File: src/hdl/ptwc_pkg.sv
// Constants for the port trigger and watchdog control block
package ptwc_pkg;
  // ----------------------------------------------------------------
  // Register offsets
  // ----------------------------------------------------------------
  localparam logic [7:0] REG_PORT_CFG = 8'h1b;
  localparam logic [7:0] REG_LATCH_CFG = 8'h1d;
  localparam logic [7:0] REG_IRQ_SRC_CFG = 8'h1e;
  localparam logic [7:0] REG_DIR_PU_CFG = 8'h21;
  localparam logic [7:0] REG_BG_CFG = 8'h22;
  localparam logic [7:0] REG_WDT_KEY = 8'h23;
  localparam logic [7:0] REG_STATUS = 8'h24;
  // ----------------------------------------------------------------
  // Field positions
  // ----------------------------------------------------------------
  localparam int BIT_PULSE_OUT_0_SEL = 0;
  localparam int BIT_PULSE_OUT_1_SEL = 1;
  localparam int SPEED_LSB = 4;
  localparam int DEB_EN_LSB = 6;
  localparam int LATCH_MASK_LSB = 0;
  localparam int TRIG_PIN_LSB = 4;
  localparam int SRC_EN_LSB = 0;
  localparam int SRC_CAP = 0;
  localparam int SRC_RES = 1;
  localparam int SRC_TIMER = 2;
  localparam int BIT_IRQ4_EN = 6;
  localparam int BIT_IRQ5_EN = 7;
  localparam int PU_LSB = 0;
  localparam int DIR_LSB = 4;
  localparam int BIT_BG_EN = 0;
  // ----------------------------------------------------------------
  // Reset values and keys
  // ----------------------------------------------------------------
  localparam logic [7:0] RST_PORT_CFG = 8'h20;
  localparam logic [7:0] RST_CFG = 8'h00;
  localparam logic [7:0] RST_DIR_PU = 8'hf0;
  localparam logic [7:0] WDT_KEY = 8'h5a;
  // ----------------------------------------------------------------
  // Timing
  // ----------------------------------------------------------------
  localparam int CLK_HZ = 50_000_000;
  localparam int DEB_MS = 40;
  localparam int DEB_CYCLES_DEF = DEB_MS * (CLK_HZ / 1000);
  localparam int DEB_W = 21;
  // Low-frequency oscillator rate is assumed; shortest timeout is used
  localparam int LF_OSC_HZ = 10000;
  localparam int WDT_MIN_S = 9;
  localparam int WDT_TICKS_DEF = WDT_MIN_S * LF_OSC_HZ;
  localparam int WDT_W = 17;
  // ----------------------------------------------------------------
  // Watchdog states
  // ----------------------------------------------------------------
  typedef enum logic [1:0] {
    PTWC_WDT_ARMED = 2'b01,
    PTWC_WDT_OFF = 2'b10
  } ptwc_wdt_t;
endpackage

File: src/hdl/ptwc_top.sv
// Port trigger, processor start and watchdog control
// Notes on behaviour
// - Input pins 0 and 1 may use a 40 ms monoflop debounce filter.
// - Config bits 6 and 7 enable debounce on pin 0 and pin 1.
// - Pulse selects route pulse 0 to pin 0 or 2, pulse 1 to 1 or 3.
// - Latch mask bits 0..3 enable the trigger latch of pins 0..3.
// - Bits 6 and 7 put the low interrupt onto pin 4 or pin 5.
// - Direction bits 4..7: zero drives pins 0..3, one makes them inputs.
// - Pull-up bits 0..3 enable pull-ups on pins 0..3.
// - Two-bit speed field: fastest, fast, recommended, slow low-current.
// - Trigger pin select picks which of four latches starts the processor.
// - Source enables: capacitance end, resistance end, timer; bit 3 unused.
// - With refresh enabled every processor start also refreshes the bandgap.
// - Start-conversion or trigger command from the host starts the processor.
// - Selected latch starts the processor; firmware clears it by set-then-clear.
// - Run bit rising and conversion ends start it, with active-low flags.
// - Watchdog counts low-frequency ticks while armed, even while halted.
// - Without restart within the timeout: reset pulse, flag set.
// - Falling edge on enabled input sets its latch; held until reset, stop or firmware clear.
// - Interrupt write gives a single self-clearing pulse on the pin.
`timescale 1ns/1ps
`default_nettype none
module ptwc_top
  import ptwc_pkg::*;
#(
  parameter int DEB_CYCLES = ptwc_pkg::DEB_CYCLES_DEF,
  parameter int WDT_TICKS = ptwc_pkg::WDT_TICKS_DEF
) (
  input wire logic sys_clk,
  input wire logic nrst,
  input wire logic cfg_we,
  input wire logic [7:0] cfg_addr,
  input wire logic [7:0] cfg_wdata,
  output logic [7:0] cfg_rdata,
  input wire logic [3:0] gpio_in,
  output logic [3:0] gpio_out,
  output logic [3:0] gpio_oe,
  output logic [3:0] gpio_pu,
  output logic gpio_pin_4,
  output logic gpio_pin_5,
  input wire logic pulse_out_0,
  input wire logic pulse_out_1,
  input wire logic [5:0] proc_out_bits,
  input wire logic irq_write,
  input wire logic proc_stop,
  input wire logic start_conv_cmd,
  input wire logic proc_trigger_cmd,
  input wire logic cap_conv_done,
  input wire logic res_conv_done,
  input wire logic timer_tick,
  input wire logic run_bit_a,
  input wire logic low_freq_osc,
  input wire logic wdt_restart,
  input wire logic wdt_flag_clr,
  output logic proc_start,
  output logic bandgap_refresh,
  output logic [1:0] proc_speed,
  output logic wake_trigger_flag_n,
  output logic cap_cycle_trigger_flag_n,
  output logic res_cycle_trigger_flag_n,
  output logic wdt_por,
  output logic watchdog_reset_flag
);
  import ptwc_pkg::*;

  typedef struct packed {
    logic [7:0] r27;
    logic [7:0] r29;
    logic [7:0] r30;
    logic [7:0] r33;
    logic [7:0] r34;
    ptwc_wdt_t wdt_st;
    logic [7:0] rdata;
    logic [1:0][DEB_W-1:0] deb;
    logic [3:0] filt;
    logic [3:0] latched;
    logic [3:0] pbits;
    logic run_prev;
    logic irq_prev;
    logic [3:0] pout;
    logic [3:0] oe;
    logic [3:0] pu;
    logic pin4;
    logic pin5;
    logic start;
    logic bg;
    logic wake_n;
    logic cap_n;
    logic res_n;
    logic [1:0] lf_sync;
    logic lf_prev;
    logic [WDT_W-1:0] wdt_cnt;
    logic wdt_por;
    logic wdt_flag;
  } ptwc_state_t;

  ptwc_state_t s;
  ptwc_state_t next_s;
  logic [3:0] lset;
  logic [3:0] lclr;
  logic pin_go;
  logic cap_go;
  logic res_go;
  logic tmr_go;
  logic run_go;
  logic irq_go;
  logic lf_tick;

  function automatic logic fell_edge(input logic p, input logic c);
    return p & ~c;
  endfunction

  // ----------------------------------------------------------------
  // Next state
  // ----------------------------------------------------------------
  always_comb begin
    next_s = s;
    next_s.start = 1'b0;
    next_s.bg = 1'b0;
    next_s.wdt_por = 1'b0;
    // Watchdog counts regardless of processor state
    next_s.lf_sync = {s.lf_sync[0], low_freq_osc};
    next_s.lf_prev = s.lf_sync[1];
    lf_tick = s.lf_sync[1] & ~s.lf_prev;
    case (s.wdt_st)
      PTWC_WDT_ARMED: begin
        if (wdt_restart) begin
          next_s.wdt_cnt = '0;
        end else if (lf_tick) begin
          if (s.wdt_cnt == WDT_W'(WDT_TICKS - 1)) begin
            next_s.wdt_por = 1'b1;
            next_s.wdt_cnt = '0;
          end else begin
            next_s.wdt_cnt = s.wdt_cnt + WDT_W'(1);
          end
        end
      end
      PTWC_WDT_OFF: begin
        next_s.wdt_cnt = '0;
      end
      default: begin
        next_s.wdt_st = PTWC_WDT_ARMED;
        next_s.wdt_cnt = '0;
      end
    endcase
    // Set wins over the clear in the same cycle
    if (wdt_flag_clr) begin
      next_s.wdt_flag = 1'b0;
    end
    if (next_s.wdt_por) begin
      next_s.wdt_flag = 1'b1;
    end
    // ----------------------------------------------------------------
    // Register writes and reads
    // ----------------------------------------------------------------
    if (cfg_we) begin
      case (cfg_addr)
        REG_PORT_CFG: begin
          next_s.r27 = cfg_wdata;
        end
        REG_LATCH_CFG: begin
          next_s.r29 = cfg_wdata;
        end
        REG_IRQ_SRC_CFG: begin
          next_s.r30 = cfg_wdata;
        end
        REG_DIR_PU_CFG: begin
          next_s.r33 = cfg_wdata;
        end
        REG_BG_CFG: begin
          next_s.r34 = cfg_wdata;
        end
        REG_WDT_KEY: begin
          // Any other value re-arms with a fresh count
          next_s.wdt_st = (cfg_wdata == WDT_KEY) ? PTWC_WDT_OFF : PTWC_WDT_ARMED;
          next_s.wdt_cnt = '0;
        end
        default: begin
        end
      endcase
    end
    case (cfg_addr)
      REG_PORT_CFG: next_s.rdata = s.r27;
      REG_LATCH_CFG: next_s.rdata = s.r29;
      REG_IRQ_SRC_CFG: next_s.rdata = s.r30;
      REG_DIR_PU_CFG: next_s.rdata = s.r33;
      REG_BG_CFG: next_s.rdata = s.r34;
      REG_WDT_KEY: next_s.rdata = {7'h00, s.wdt_st == PTWC_WDT_OFF};
      REG_STATUS: next_s.rdata = {3'h0, s.wdt_flag, s.latched};
      default: next_s.rdata = 8'h00;
    endcase
    // ----------------------------------------------------------------
    // Debounce: first edge passes, later edges wait out the monoflop
    // ----------------------------------------------------------------
    for (int i = 0; i < 2; i++) begin
      if (s.r27[DEB_EN_LSB + i]) begin
        if (s.deb[i] != '0) begin
          next_s.deb[i] = s.deb[i] - DEB_W'(1);
        end else if (gpio_in[i] != s.filt[i]) begin
          next_s.filt[i] = gpio_in[i];
          next_s.deb[i] = DEB_W'(DEB_CYCLES - 1);
        end
      end else begin
        next_s.filt[i] = gpio_in[i];
        next_s.deb[i] = '0;
      end
    end
    next_s.filt[3:2] = gpio_in[3:2];
    // ----------------------------------------------------------------
    // Trigger latches
    // ----------------------------------------------------------------
    for (int i = 0; i < 4; i++) begin
      lset[i] = fell_edge(s.filt[i], next_s.filt[i]) & s.r29[LATCH_MASK_LSB + i]
        & s.r33[DIR_LSB + i];
      lclr[i] = fell_edge(s.pbits[i], proc_out_bits[i]) | proc_stop;
      next_s.latched[i] = (s.latched[i] & ~lclr[i]) | lset[i];
    end
    next_s.pbits = proc_out_bits[3:0];
    // ----------------------------------------------------------------
    // Processor start sources
    // ----------------------------------------------------------------
    pin_go = lset[s.r29[TRIG_PIN_LSB +: 2]];
    cap_go = cap_conv_done & s.r30[SRC_EN_LSB + SRC_CAP];
    res_go = res_conv_done & s.r30[SRC_EN_LSB + SRC_RES];
    tmr_go = timer_tick & s.r30[SRC_EN_LSB + SRC_TIMER];
    run_go = run_bit_a & ~s.run_prev;
    next_s.run_prev = run_bit_a;
    next_s.start = pin_go | cap_go | res_go | tmr_go | run_go
      | start_conv_cmd | proc_trigger_cmd;
    next_s.bg = next_s.start & s.r34[BIT_BG_EN];
    // Flags return high at stop; a new event in that cycle still lowers them
    if (proc_stop) begin
      next_s.wake_n = 1'b1;
      next_s.cap_n = 1'b1;
      next_s.res_n = 1'b1;
    end
    if (run_go) begin
      next_s.wake_n = 1'b0;
    end
    if (cap_go) begin
      next_s.cap_n = 1'b0;
    end
    if (res_go) begin
      next_s.res_n = 1'b0;
    end
    // ----------------------------------------------------------------
    // Pin drive
    // ----------------------------------------------------------------
    for (int i = 0; i < 4; i++) begin
      next_s.oe[i] = ~s.r33[DIR_LSB + i];
      next_s.pu[i] = s.r33[PU_LSB + i];
    end
    next_s.pout[0] = s.r27[BIT_PULSE_OUT_0_SEL] ? proc_out_bits[0] : pulse_out_0;
    next_s.pout[2] = s.r27[BIT_PULSE_OUT_0_SEL] ? pulse_out_0 : proc_out_bits[2];
    next_s.pout[1] = s.r27[BIT_PULSE_OUT_1_SEL] ? proc_out_bits[1] : pulse_out_1;
    next_s.pout[3] = s.r27[BIT_PULSE_OUT_1_SEL] ? pulse_out_1 : proc_out_bits[3];
    // Edge of the write, so a held strobe still gives one pulse
    irq_go = irq_write & ~s.irq_prev;
    next_s.irq_prev = irq_write;
    next_s.pin4 = s.r30[BIT_IRQ4_EN] ? ~irq_go : proc_out_bits[4];
    next_s.pin5 = s.r30[BIT_IRQ5_EN] ? ~irq_go : proc_out_bits[5];
  end

  // ----------------------------------------------------------------
  // State register
  // ----------------------------------------------------------------
  always_ff @(posedge sys_clk or negedge nrst) begin
    if (!nrst) begin
      s <= '0;
      s.r27 <= RST_PORT_CFG;
      s.r29 <= RST_CFG;
      s.r30 <= RST_CFG;
      s.r33 <= RST_DIR_PU;
      s.r34 <= RST_CFG;
      s.wdt_st <= PTWC_WDT_ARMED;
      s.pin4 <= 1'b1;
      s.pin5 <= 1'b1;
      s.wake_n <= 1'b1;
      s.cap_n <= 1'b1;
      s.res_n <= 1'b1;
    end else begin
      s <= next_s;
    end
  end

  assign cfg_rdata = s.rdata;
  assign gpio_out = s.pout;
  assign gpio_oe = s.oe;
  assign gpio_pu = s.pu;
  assign gpio_pin_4 = s.pin4;
  assign gpio_pin_5 = s.pin5;
  assign proc_start = s.start;
  assign bandgap_refresh = s.bg;
  assign proc_speed = s.r27[SPEED_LSB +: 2];
  assign wake_trigger_flag_n = s.wake_n;
  assign cap_cycle_trigger_flag_n = s.cap_n;
  assign res_cycle_trigger_flag_n = s.res_n;
  assign wdt_por = s.wdt_por;
  assign watchdog_reset_flag = s.wdt_flag;
endmodule
`default_nettype wire

File: config.mk
export PLATFORM = sky130hd
export DESIGN_NAME = ptwc_top
export DESIGN_NICKNAME = d
export VERILOG_FILES = /design/src/hdl/ptwc_pkg.sv /design/src/hdl/ptwc_top.sv
export SDC_FILE = /design/constraint.sdc
export NUM_CORES = 1
export LEC_CHECK = 0
export BUFFER_PORTS_ARGS = -buffer_cell sky130_fd_sc_hd__buf_2
export CAP_MARGIN = 20
export CORE_MARGIN = 2
export CORE_UTILIZATION = 58
export CTS_BUF_LIST = sky130_fd_sc_hd__clkbuf_4 sky130_fd_sc_hd__clkbuf_8 sky130_fd_sc_hd__clkbuf_16
export CTS_CLUSTER_SIZE = 24
export DETAILED_ROUTE_END_ITERATION = 8
export PLACE_DENSITY_LB_ADDON = 0.05
export SETUP_SLACK_MARGIN = 0.15
export SLEW_MARGIN = 5
export SYNTH_ARGS = -nofsm -noshare
export SYNTH_HDL_FRONTEND = slang
export SYNTH_SLANG_ARGS = --single-unit
export TNS_END_PERCENT = 50
File: constraint.sdc
create_clock -name sys_clk -period 2.7 [get_ports sys_clk]
set_input_delay 0.54 -clock sys_clk [delete_from_list [all_inputs] [get_ports sys_clk]]
set_output_delay 0.54 -clock sys_clk [all_outputs]
set_load 0.02 [all_outputs]
Yosys cells after proc, flatten, opt, wreduce, memory -nomap -nowiden
Cells that the tools add are included.
{ "op_classes": {"shift": 0, "n_addsub": 3, "n_bitwise": 61, "order_cmp": 1, "mux": 40, "n_div": 0, "eq_ne": 15, "reduce_logical": 12, "multipliers": 0} }
{ "ops": {"columns": ["operator", "count"], "rows": [
  ["$mux W21", 6],
  ["$mux W17", 5],
  ["$pmux W8 S7", 1],
  ["$reduce_bool A21 Y1", 2],
  ["$sub A21 B1 Y21 const B", 2],
  ["$eq A8 B6 Y1 const B", 4],
  ["$and A1 B1 Y1", 27],
  ["$eq A8 B5 Y1 const B", 3],
  ["$mux W1", 21],
  ["$not A1 Y1", 20],
  ["$mux W18", 1],
  ["$add A17 B1 Y17 const B", 1],
  ["$eq A17 B17 Y1 const B", 1],
  ["$or A1 B1 Y1", 14],
  ["$reduce_and A2 Y1", 5],
  ["$eq A8 B7 Y1 const B", 1],
  ["$mux W2", 4],
  ["$reduce_bool A2 Y1", 4],
  ["$ne A3 B1 Y1 const B", 2],
  ["$lt A2 B3 Y1 const B", 1],
  ["$mux W3", 1],
  ["$bmux W1 S2", 1],
  ["$eq A2 B1 Y1 const B", 1],
  ["$eq A2 B2 Y1 const B", 1],
  ["other kinds (2)", 3]
]} }
{ "word_totals": {"in_bits": 42, "n_memories": 0, "word_cells": 161, "output_inout_bits": 31, "latch_bits": 0, "ff_bits": 147, "ramBits": 0, "rom_bits": 0} }

Logic depth before layout (Yosys ltp)
Gate-level depths: netlist of run 1.
{ "logic_depth": {"depth_word": 17, "ltp_mapped": 8, "depth_no_buf": 7} }

Least setup slack after synthesis of run 1
Ideal clock, no wire load.
{ "synth_timing": {"path_type": "reg2reg", "start": "reg s[55] (netlist name)", "end": "reg s[51] (netlist name)", "t_required_ps": 2575, "setup_slack_ps": 380, "stages_incl_launch_ff": 7, "arrival_ps": 2196, "path_cell_list": "dfrtp_1 > inv_1 > ha_1 > or4b_1 > or3_1 > o21ai_4 > mux2_2"} }
{ "synth_rtl": {"columns": ["element", "line", "rtl"], "rows": [
  ["start, declared", "ptwc_top.sv:97", "ptwc_state_t s;"],
  ["start signal, assigned", "ptwc_top.sv:282", "s <= next_s;"]
]} }

Worst setup path in the final report of run 1
{ "layout_timing": {"start": "reg s[55] (netlist name)", "end": "reg s[74] (netlist name)"} }
{ "layout_between": {"elab_chain_len": 3, "elab_cells_between_ends": 5, "cone_classes": "add/sub: 1; eq/ne: 1; mux: 2; reduce/logical: 1"} }
{ "layout_lines": {"columns": ["element", "line", "rtl"], "rows": [
  ["$sub A21 B1 Y21 / $reduce_bool A21 Y1 (equally long branches)", "ptwc_top.sv:198, ptwc_top.sv:197", null],
  ["$mux W21", "ptwc_top.sv:197", "if (s.deb[i] != '0) begin"],
  ["$mux W21", "ptwc_top.sv:196", "if (s.r27[DEB_EN_LSB + i]) begin"]
]} }
Several ways; a longest one is shown, not always the timed one.
A chain may end at the register's enable or synchronous reset.

==> impl_metrics.py, run 1 <==
metrics = {
    "pwr": {
        "seq_power_share": 0.402,
        "p_switching_mw": 1.50,
        "leakagePower_nw": 3.77,
        "powerDensity_nw_per_um2": 764,
        "clkPwrFrac": 0.432,
        "combPwrFrac": 0.167,
        "peakVddDrop_mv": 0.511,
        "p_int_mw": 4.42,
        "total_power_mw": 5.92,
        "swShare": 0.253,
    },
    "clocking": {
        "cts.sinks": 147,
        "post_cts_buffers": 0,
        "clk_latency_ns": 0.42,
        "clkSlewWorstSetupHoldPaths_ns": 0.06,
        "cts_buffer_depth": 2,
        "cts_root_buf": "clkbuf_16",
        "cts_tree": "done",
        "ctsHoldBuffers": 0,
        "cts_inserted_buffers": 17,
        "cts-htree-levels": 4,
    },
    "critical_path": {
        "path_class": "reg -> reg",
        "crit_arrival_ns": 2.75,
        "crit_required_ns": 3.02,
        "end_kind": "register",
        "startpoint_type": "register",
        "r2r_slack_ns": 0.26,
        "cp_max_fo": 6,
    },
    "min_path": {
        "hp-class": "in -> async",
    },
    "place": {
        "finalWeightedCongestion": 0.821,
        "dp_hpwl_mm": 9.82,
        "post_dp_cell_area_um2": 7100,
        "port-buffer-count": 72,
    },
    "final_layout": {
        "final-seq-area_um2": 3690,
        "n_fill_cell": 854,
        "fin_nets": 698,
        "fin_util": 0.688,
        "antenna_cells": 0,
        "multi_input_area_um2": 2650,
        "area_delta_synth_final_pct": 16.8,
        "drive_gt1_frac": 0.286,
        "fin_area_um2": 7750,
    },
    "sta": {
        "hold_viol_final": 0,
        "rsz0062_at_grt": "yes",
        "holdWs_ns": 0.148,
        "clock_skew_ns": 0.0120,
        "slew_viol_final": 0,
        "timing.final.crit_period_ns": 2.44,
        "finalSetupViolations": 0,
        "slew-limit-headroom": 0.543,
        "setup_tns_ns": 0,
        "max_freq_ghz": 0.410,
        "period_share": 0.902,
        "worst_pin_slew_ns": 0.683,
    },
    "yosys": {
        "synth_fa_ha_area_frac": 0.00565,
        "synth_xor_area_frac": 0.0501,
        "synth_compound_area_frac": 0.0880,
        "synthArstFlopShare": 1.00,
        "synthDistinctLibCells": 60,
        "ys.flop_type": "dfrtp_1",
        "synth_top_area_share": 0.513,
        "synth_edf_count": 0,
        "syn_nets": 626,
        "synth_top_area_cell": "dfrtp_1",
        "synth.area.top_cells": "dfrtp_1, mux2_2, dfstp_2, xnor2_1, nor2_1",
        "synth_top_family_by_area": "simple AND/OR/NAND/NOR gates",
        "synth-seq-cells": 147,
        "syn_avg_cell_area_um2": 11.4,
        "synth_simple_gate_area_share": 0.171,
        "syn-cell-area_um2": 6640,
        "yosysWarnings": 0,
        "synthMuxAreaShare": 0.0841,
        "yosysSeqAreaShare": 0.556,
        "synthCells": 581,
    },
    "route": {
        "route.detailed.drc": 0,
        "first_pass_iters": 6,
        "ant_nets": 0,
        "drt-total-wl_mm": 14.4,
        "first_iter_violations": 334,
        "wl_per_cell_um": 17.8,
        "vias_per_cell": 5.80,
        "num_vias": 4683,
    },
    "global_routing": {
        "grt_max_degree": 73,
        "grt_pass1_vias": 4847,
        "grt_antenna_before_repair": 0,
        "grt_pass1_wl_mm": 24.0,
        "grt.total_usage": 0.248,
        "overflow": 0,
    },
    "floorplan": {
        "core_area_um2": 11300,
        "fp.dieH_um": 111,
        "fp.dieW_um": 111,
        "rows": 39,
        "initial_core_util": 0.589,
        "die_area_um2": 12300,
        "ios": 73,
    },
    "run": {
        "drv_cap": 0,
    },
    "outcome": {
        "outcome": "finished, final reports clean",
    },
}
## worst paths after layout
| kind | from | endpoint | cells after the start |
|---|---|---|---|
| max | s[55]$_DFFE_PN0P_ | s[74]$_DFFE_PN0P_ | 7 |
| min | nrst | s[58]$_DFFE_PN0P_ | 1 |
| max reg2reg | s[55]$_DFFE_PN0P_ | s[74]$_DFFE_PN0P_ | 7 |
| min reg2reg | next_s[21]$_DFF_PN0_ | next_s[19]$_DFF_PN0_ | 0 |
| max in group asynchronous | nrst | s[121]$_DFFE_PN1P_ | 2 |
| min in group sys_clk | low_freq_osc | next_s[21]$_DFF_PN0_ | 1 |
## Yosys cell counts (7+ instances only)
library cell,n
xnor2_1,26
nand4_1,8
nor3_1,15
mux2_2,46
a22oi_1,13
buf_4,22
dfstp_2,11
a21oi_1,8
nor2_1,60
and2_1,7
o21a_1,7
dfrtp_1,136
nand2_1,40
nor2b_1,7
clkbuf_1,11
xor2_1,12
inv_1,20
nand3_1,14
## per-layer routing
metal / share of wire / global-route usage
met5: 0 / 0
met4: 0.014 / 0.0925
met3: 0.047 / 0.0607
met2: 0.49 / 0.392
met1: 0.45 / 0.335
## critical path: stages (launching register included)
cell	delay, ns
dfrtp_1	0.41
inv_1	0.08
ha_1	0.19
or4b_1	0.54
or3_1	0.49
nor2_2	0.30
a211oi_1	0.09
a311oi_1	0.24
## registers in the layout (all words and copies together), names as in the netlist
signal,flops
cap_cycle_trigger_flag_n,1
bandgap_refresh,1
wake_trigger_flag_n,1
gpio_pin_5,1
gpio_pin_4,1
gpio_out,4
gpio_pu,4
cfg_rdata,8
watchdog_reset_flag,1
res_cycle_trigger_flag_n,1
proc_speed,2
s,110
gpio_oe,4
next_s,6
proc_start,1
wdt_por,1
## cell families (layout without fill, tap and decap cells)
logic type | count (synthesis) | in the layout
xor+xnor | 38 | 38
fa+ha+maj | 3 | 3
simple gates | 210 | 210
mux | 50 | 50
buf+inv | 56 | 140
flops | 147 | 147
compound gates | 77 | 77
## placed cells by master (no fill, tap or decap), types with 6 or more instances in the layout
master	Yosys	layout
dfrtp_1	136	136
buf_2	3	71
nor2_1	60	60
mux2_2	46	46
nand2_1	40	40
xnor2_1	26	26
inv_1	20	20
clkbuf_16	0	17
buf_4	22	16
nor3_1	15	15
nand3_1	14	14
a22oi_1	13	13
xor2_1	12	12
dfstp_2	11	11
nand4_1	8	8
a21oi_1	8	8
nor2b_1	7	7
and2_1	7	7
o21a_1	7	7
and4b_1	6	6
or3_1	6	6
nor4_1	6	6
o31ai_1	6	6
o21ai_0	6	6
## power groups by stage
stage / combinational [mW] / clock [mW] / sequential [mW]
CTS: 0.987 / 2.60 / 2.38
global placement: 0.942 / 0 / 2.41
floorplan: 0.693 / 0 / 2.40
global route: 1.10 / 2.70 / 2.39
finish: 0.989 / 2.56 / 2.38
detailed placement: 0.971 / 0 / 2.41
## timing repair
action / 4_1_cts / 5_1_grt
gates resized for setup: 0 / 1
endpoints found under the setup margin: 0 / 2
endpoints found under the hold margin: 0 / 0
## through the flow
stage | setup slack (ns) | cells
finish | 0.263 | 808
global route | 0.133 | 808
CTS | 0.228 | 808
detailed placement | 0.237 | 777
global placement | 0.304 | 777
floorplan | 0.380 | 581
## area by class of cell
type                            count  area share
Tap cell                          143      0.0231
Timing Repair Buffer               89      0.0653
Inverter                           20     0.00968
Clock buffer                       21      0.0603
Clock inverter                     10      0.0232
Sequential cell                   147       0.476
Multi-Input combinational cell    378       0.342
Power figures use the tool's default switching activity.
==> run 2: changes to the inputs <==
--- a/config.mk
+++ b/config.mk
@@ -8,7 +8,7 @@
 export BUFFER_PORTS_ARGS = -buffer_cell sky130_fd_sc_hd__buf_2
 export CAP_MARGIN = 20
 export CORE_MARGIN = 2
-export CORE_UTILIZATION = 58
+export CORE_UTILIZATION = 45
 export CTS_BUF_LIST = sky130_fd_sc_hd__clkbuf_4 sky130_fd_sc_hd__clkbuf_8 sky130_fd_sc_hd__clkbuf_16
 export CTS_CLUSTER_SIZE = 24
 export DETAILED_ROUTE_END_ITERATION = 8
==> impl_metrics.py, run 2 (synthesis results as in run 1) <==
metrics = {
    "clocking": {
        "cts_root_buf": "clkbuf_16",
        "cts.sinks": 147,
        "cts-htree-levels": 4,
        "cts_tree": "done",
        "clkSlewWorstSetupHoldPaths_ns": 0.06,
        "cts_buffer_depth": 2,
        "clk_latency_ns": 0.41,
        "ctsHoldBuffers": 0,
        "cts_inserted_buffers": 17,
        "post_cts_buffers": 0,
    },
    "pwr": {
        "seq_power_share": 0.418,
        "combPwrFrac": 0.171,
        "peakVddDrop_mv": 0.456,
        "leakagePower_nw": 3.74,
        "swShare": 0.277,
        "total_power_mw": 5.68,
        "p_switching_mw": 1.58,
        "clkPwrFrac": 0.411,
        "p_int_mw": 4.10,
        "powerDensity_nw_per_um2": 732,
    },
    "sta": {
        "period_share": 0.894,
        "hold_viol_final": 0,
        "holdWs_ns": 0.137,
        "setup_tns_ns": 0,
        "timing.final.crit_period_ns": 2.41,
        "finalWorstSetupSlack_ns": 0.286,
        "slew_viol_final": 0,
        "worst_pin_slew_ns": 0.694,
        "max_freq_ghz": 0.414,
        "clock_skew_ns": 0.00952,
        "slew-limit-headroom": 0.536,
        "rsz0062_at_grt": "yes",
        "finalSetupViolations": 0,
    },
    "place": {
        "dp_cells": 816,
        "finalWeightedCongestion": 0.811,
        "dp_hpwl_mm": 10.1,
        "post_dp_cell_area_um2": 7150,
        "pre_cts_slack_ns": 0.196,
        "port-buffer-count": 72,
    },
    "global_routing": {
        "grt_antenna_before_repair": 1,
        "grt_pass1_vias": 4608,
        "grt_max_degree": 71,
        "grt.total_usage": 0.197,
        "grt_pass1_wl_mm": 24.3,
        "overflow": 0,
    },
    "final_layout": {
        "regMostFlops": "s",
        "final_common_cell": "dfrtp_1",
        "drive_gt1_frac": 0.286,
        "antenna_cells": 0,
        "n_fill_cell": 1287,
        "fin_nets": 696,
        "area_delta_synth_final_pct": 16.8,
        "largest_reg_flops": 110,
        "fin_util": 0.535,
        "finalNonFillerCells": 848,
        "final_cell_mix": "dfrtp_1, buf_2, nor2_1, mux2_2, nand2_1",
        "fin_area_um2": 7750,
    },
    "floorplan": {
        "fp.dieW_um": 125,
        "ios": 73,
        "initial_core_util": 0.459,
        "fp.dieH_um": 125,
        "core_area_um2": 14500,
        "die_area_um2": 15700,
        "rows": 44,
    },
    "route": {
        "drt-total-wl_mm": 14.7,
        "wl_per_cell_um": 17.3,
        "route.detailed.drc": 0,
        "first_pass_iters": 8,
        "num_vias": 4608,
        "vias_per_cell": 5.43,
        "first_iter_violations": 305,
        "ant_nets": 0,
    },
    "critical_path": {
        "crit_required_ns": 3.00,
        "path_class": "reg -> reg",
        "end_kind": "register",
        "cp_max_fo": 5,
        "r2r_cells": 6,
        "worstSetupStartpoint": "s[55]$_DFFE_PN0P_",
        "startpoint_type": "register",
        "reg2reg_from": "s[55]$_DFFE_PN0P_",
        "crit_arrival_ns": 2.71,
    },
    "run": {
        "drv_cap": 0,
    },
    "outcome": {
        "outcome": "finished, final reports clean",
    },
    "min_path": {
        "hp-class": "in -> async",
    },
}
## run 2: cell type report
class                   count  area (um^2)  share of cell area
clock buffers              18          433              0.0558
clock inverters            14          153              0.0197
inverters                  20         75.1             0.00968
multi-input cells         378         2670               0.344
flip-flops and latches    147         3690               0.476
well taps                 184          230              0.0297
repair buffers             87          504              0.0650
## run 2: per-layer routing
| metal | part of all wire | up-vias | GRT usage | routed length, um |
|---|---|---|---|---|
| met5 | 0 | - | 0 | 0 |
| met4 | 0.0087 | 0 | 0.0490 | 127 |
| met3 | 0.042 | 10 | 0.0552 | 616 |
| met2 | 0.47 | 90 | 0.300 | 6910 |
| met1 | 0.48 | 2315 | 0.281 | 7000 |
| li1 | - | 2193 | - | - |
## run 2: path summary, 6_finish.rpt
| path | endpoint | slack [ns] |
|---|---|---|
| worst max-delay path | s[51]$_DFF_PN0_ | 0.29 |
| worst min-delay path | s[74]$_DFFE_PN0P_ | 0.14 |
| worst max register to register | s[51]$_DFF_PN0_ | 0.29 |
| worst min register to register | next_s[19]$_DFF_PN0_ | 0.35 |
| max in group asynchronous | s[120]$_DFFE_PN1P_ | 1.83 |
| min in group sys_clk | next_s[21]$_DFF_PN0_ | 0.23 |
## run 2: power by group through the flow
| stage | Combinational (mW) | Sequential, mW | Clock (mW) |
|---|---|---|---|
| finish | 0.970 | 2.38 | 2.33 |
| CTS | 0.967 | 2.37 | 2.39 |
| detailed placement | 0.960 | 2.41 | 0 |
| global route | 1.09 | 2.39 | 2.50 |
| global placement | 0.950 | 2.41 | 0 |
| floorplan | 0.693 | 2.40 | 0 |
## run 2: timing repair
item / CTS / global route
gates resized for setup: 1 / 2
pin swaps: 0 / 0
endpoints found under the setup margin: 1 / 4
## run 2: worst max-delay path, cell delays in order (launching register included)
cell     delay, ns
dfrtp_1       0.41
inv_1         0.07
ha_1          0.20
or4b_1        0.53
or3_1         0.50
o21ai_4       0.25
mux2_2        0.35
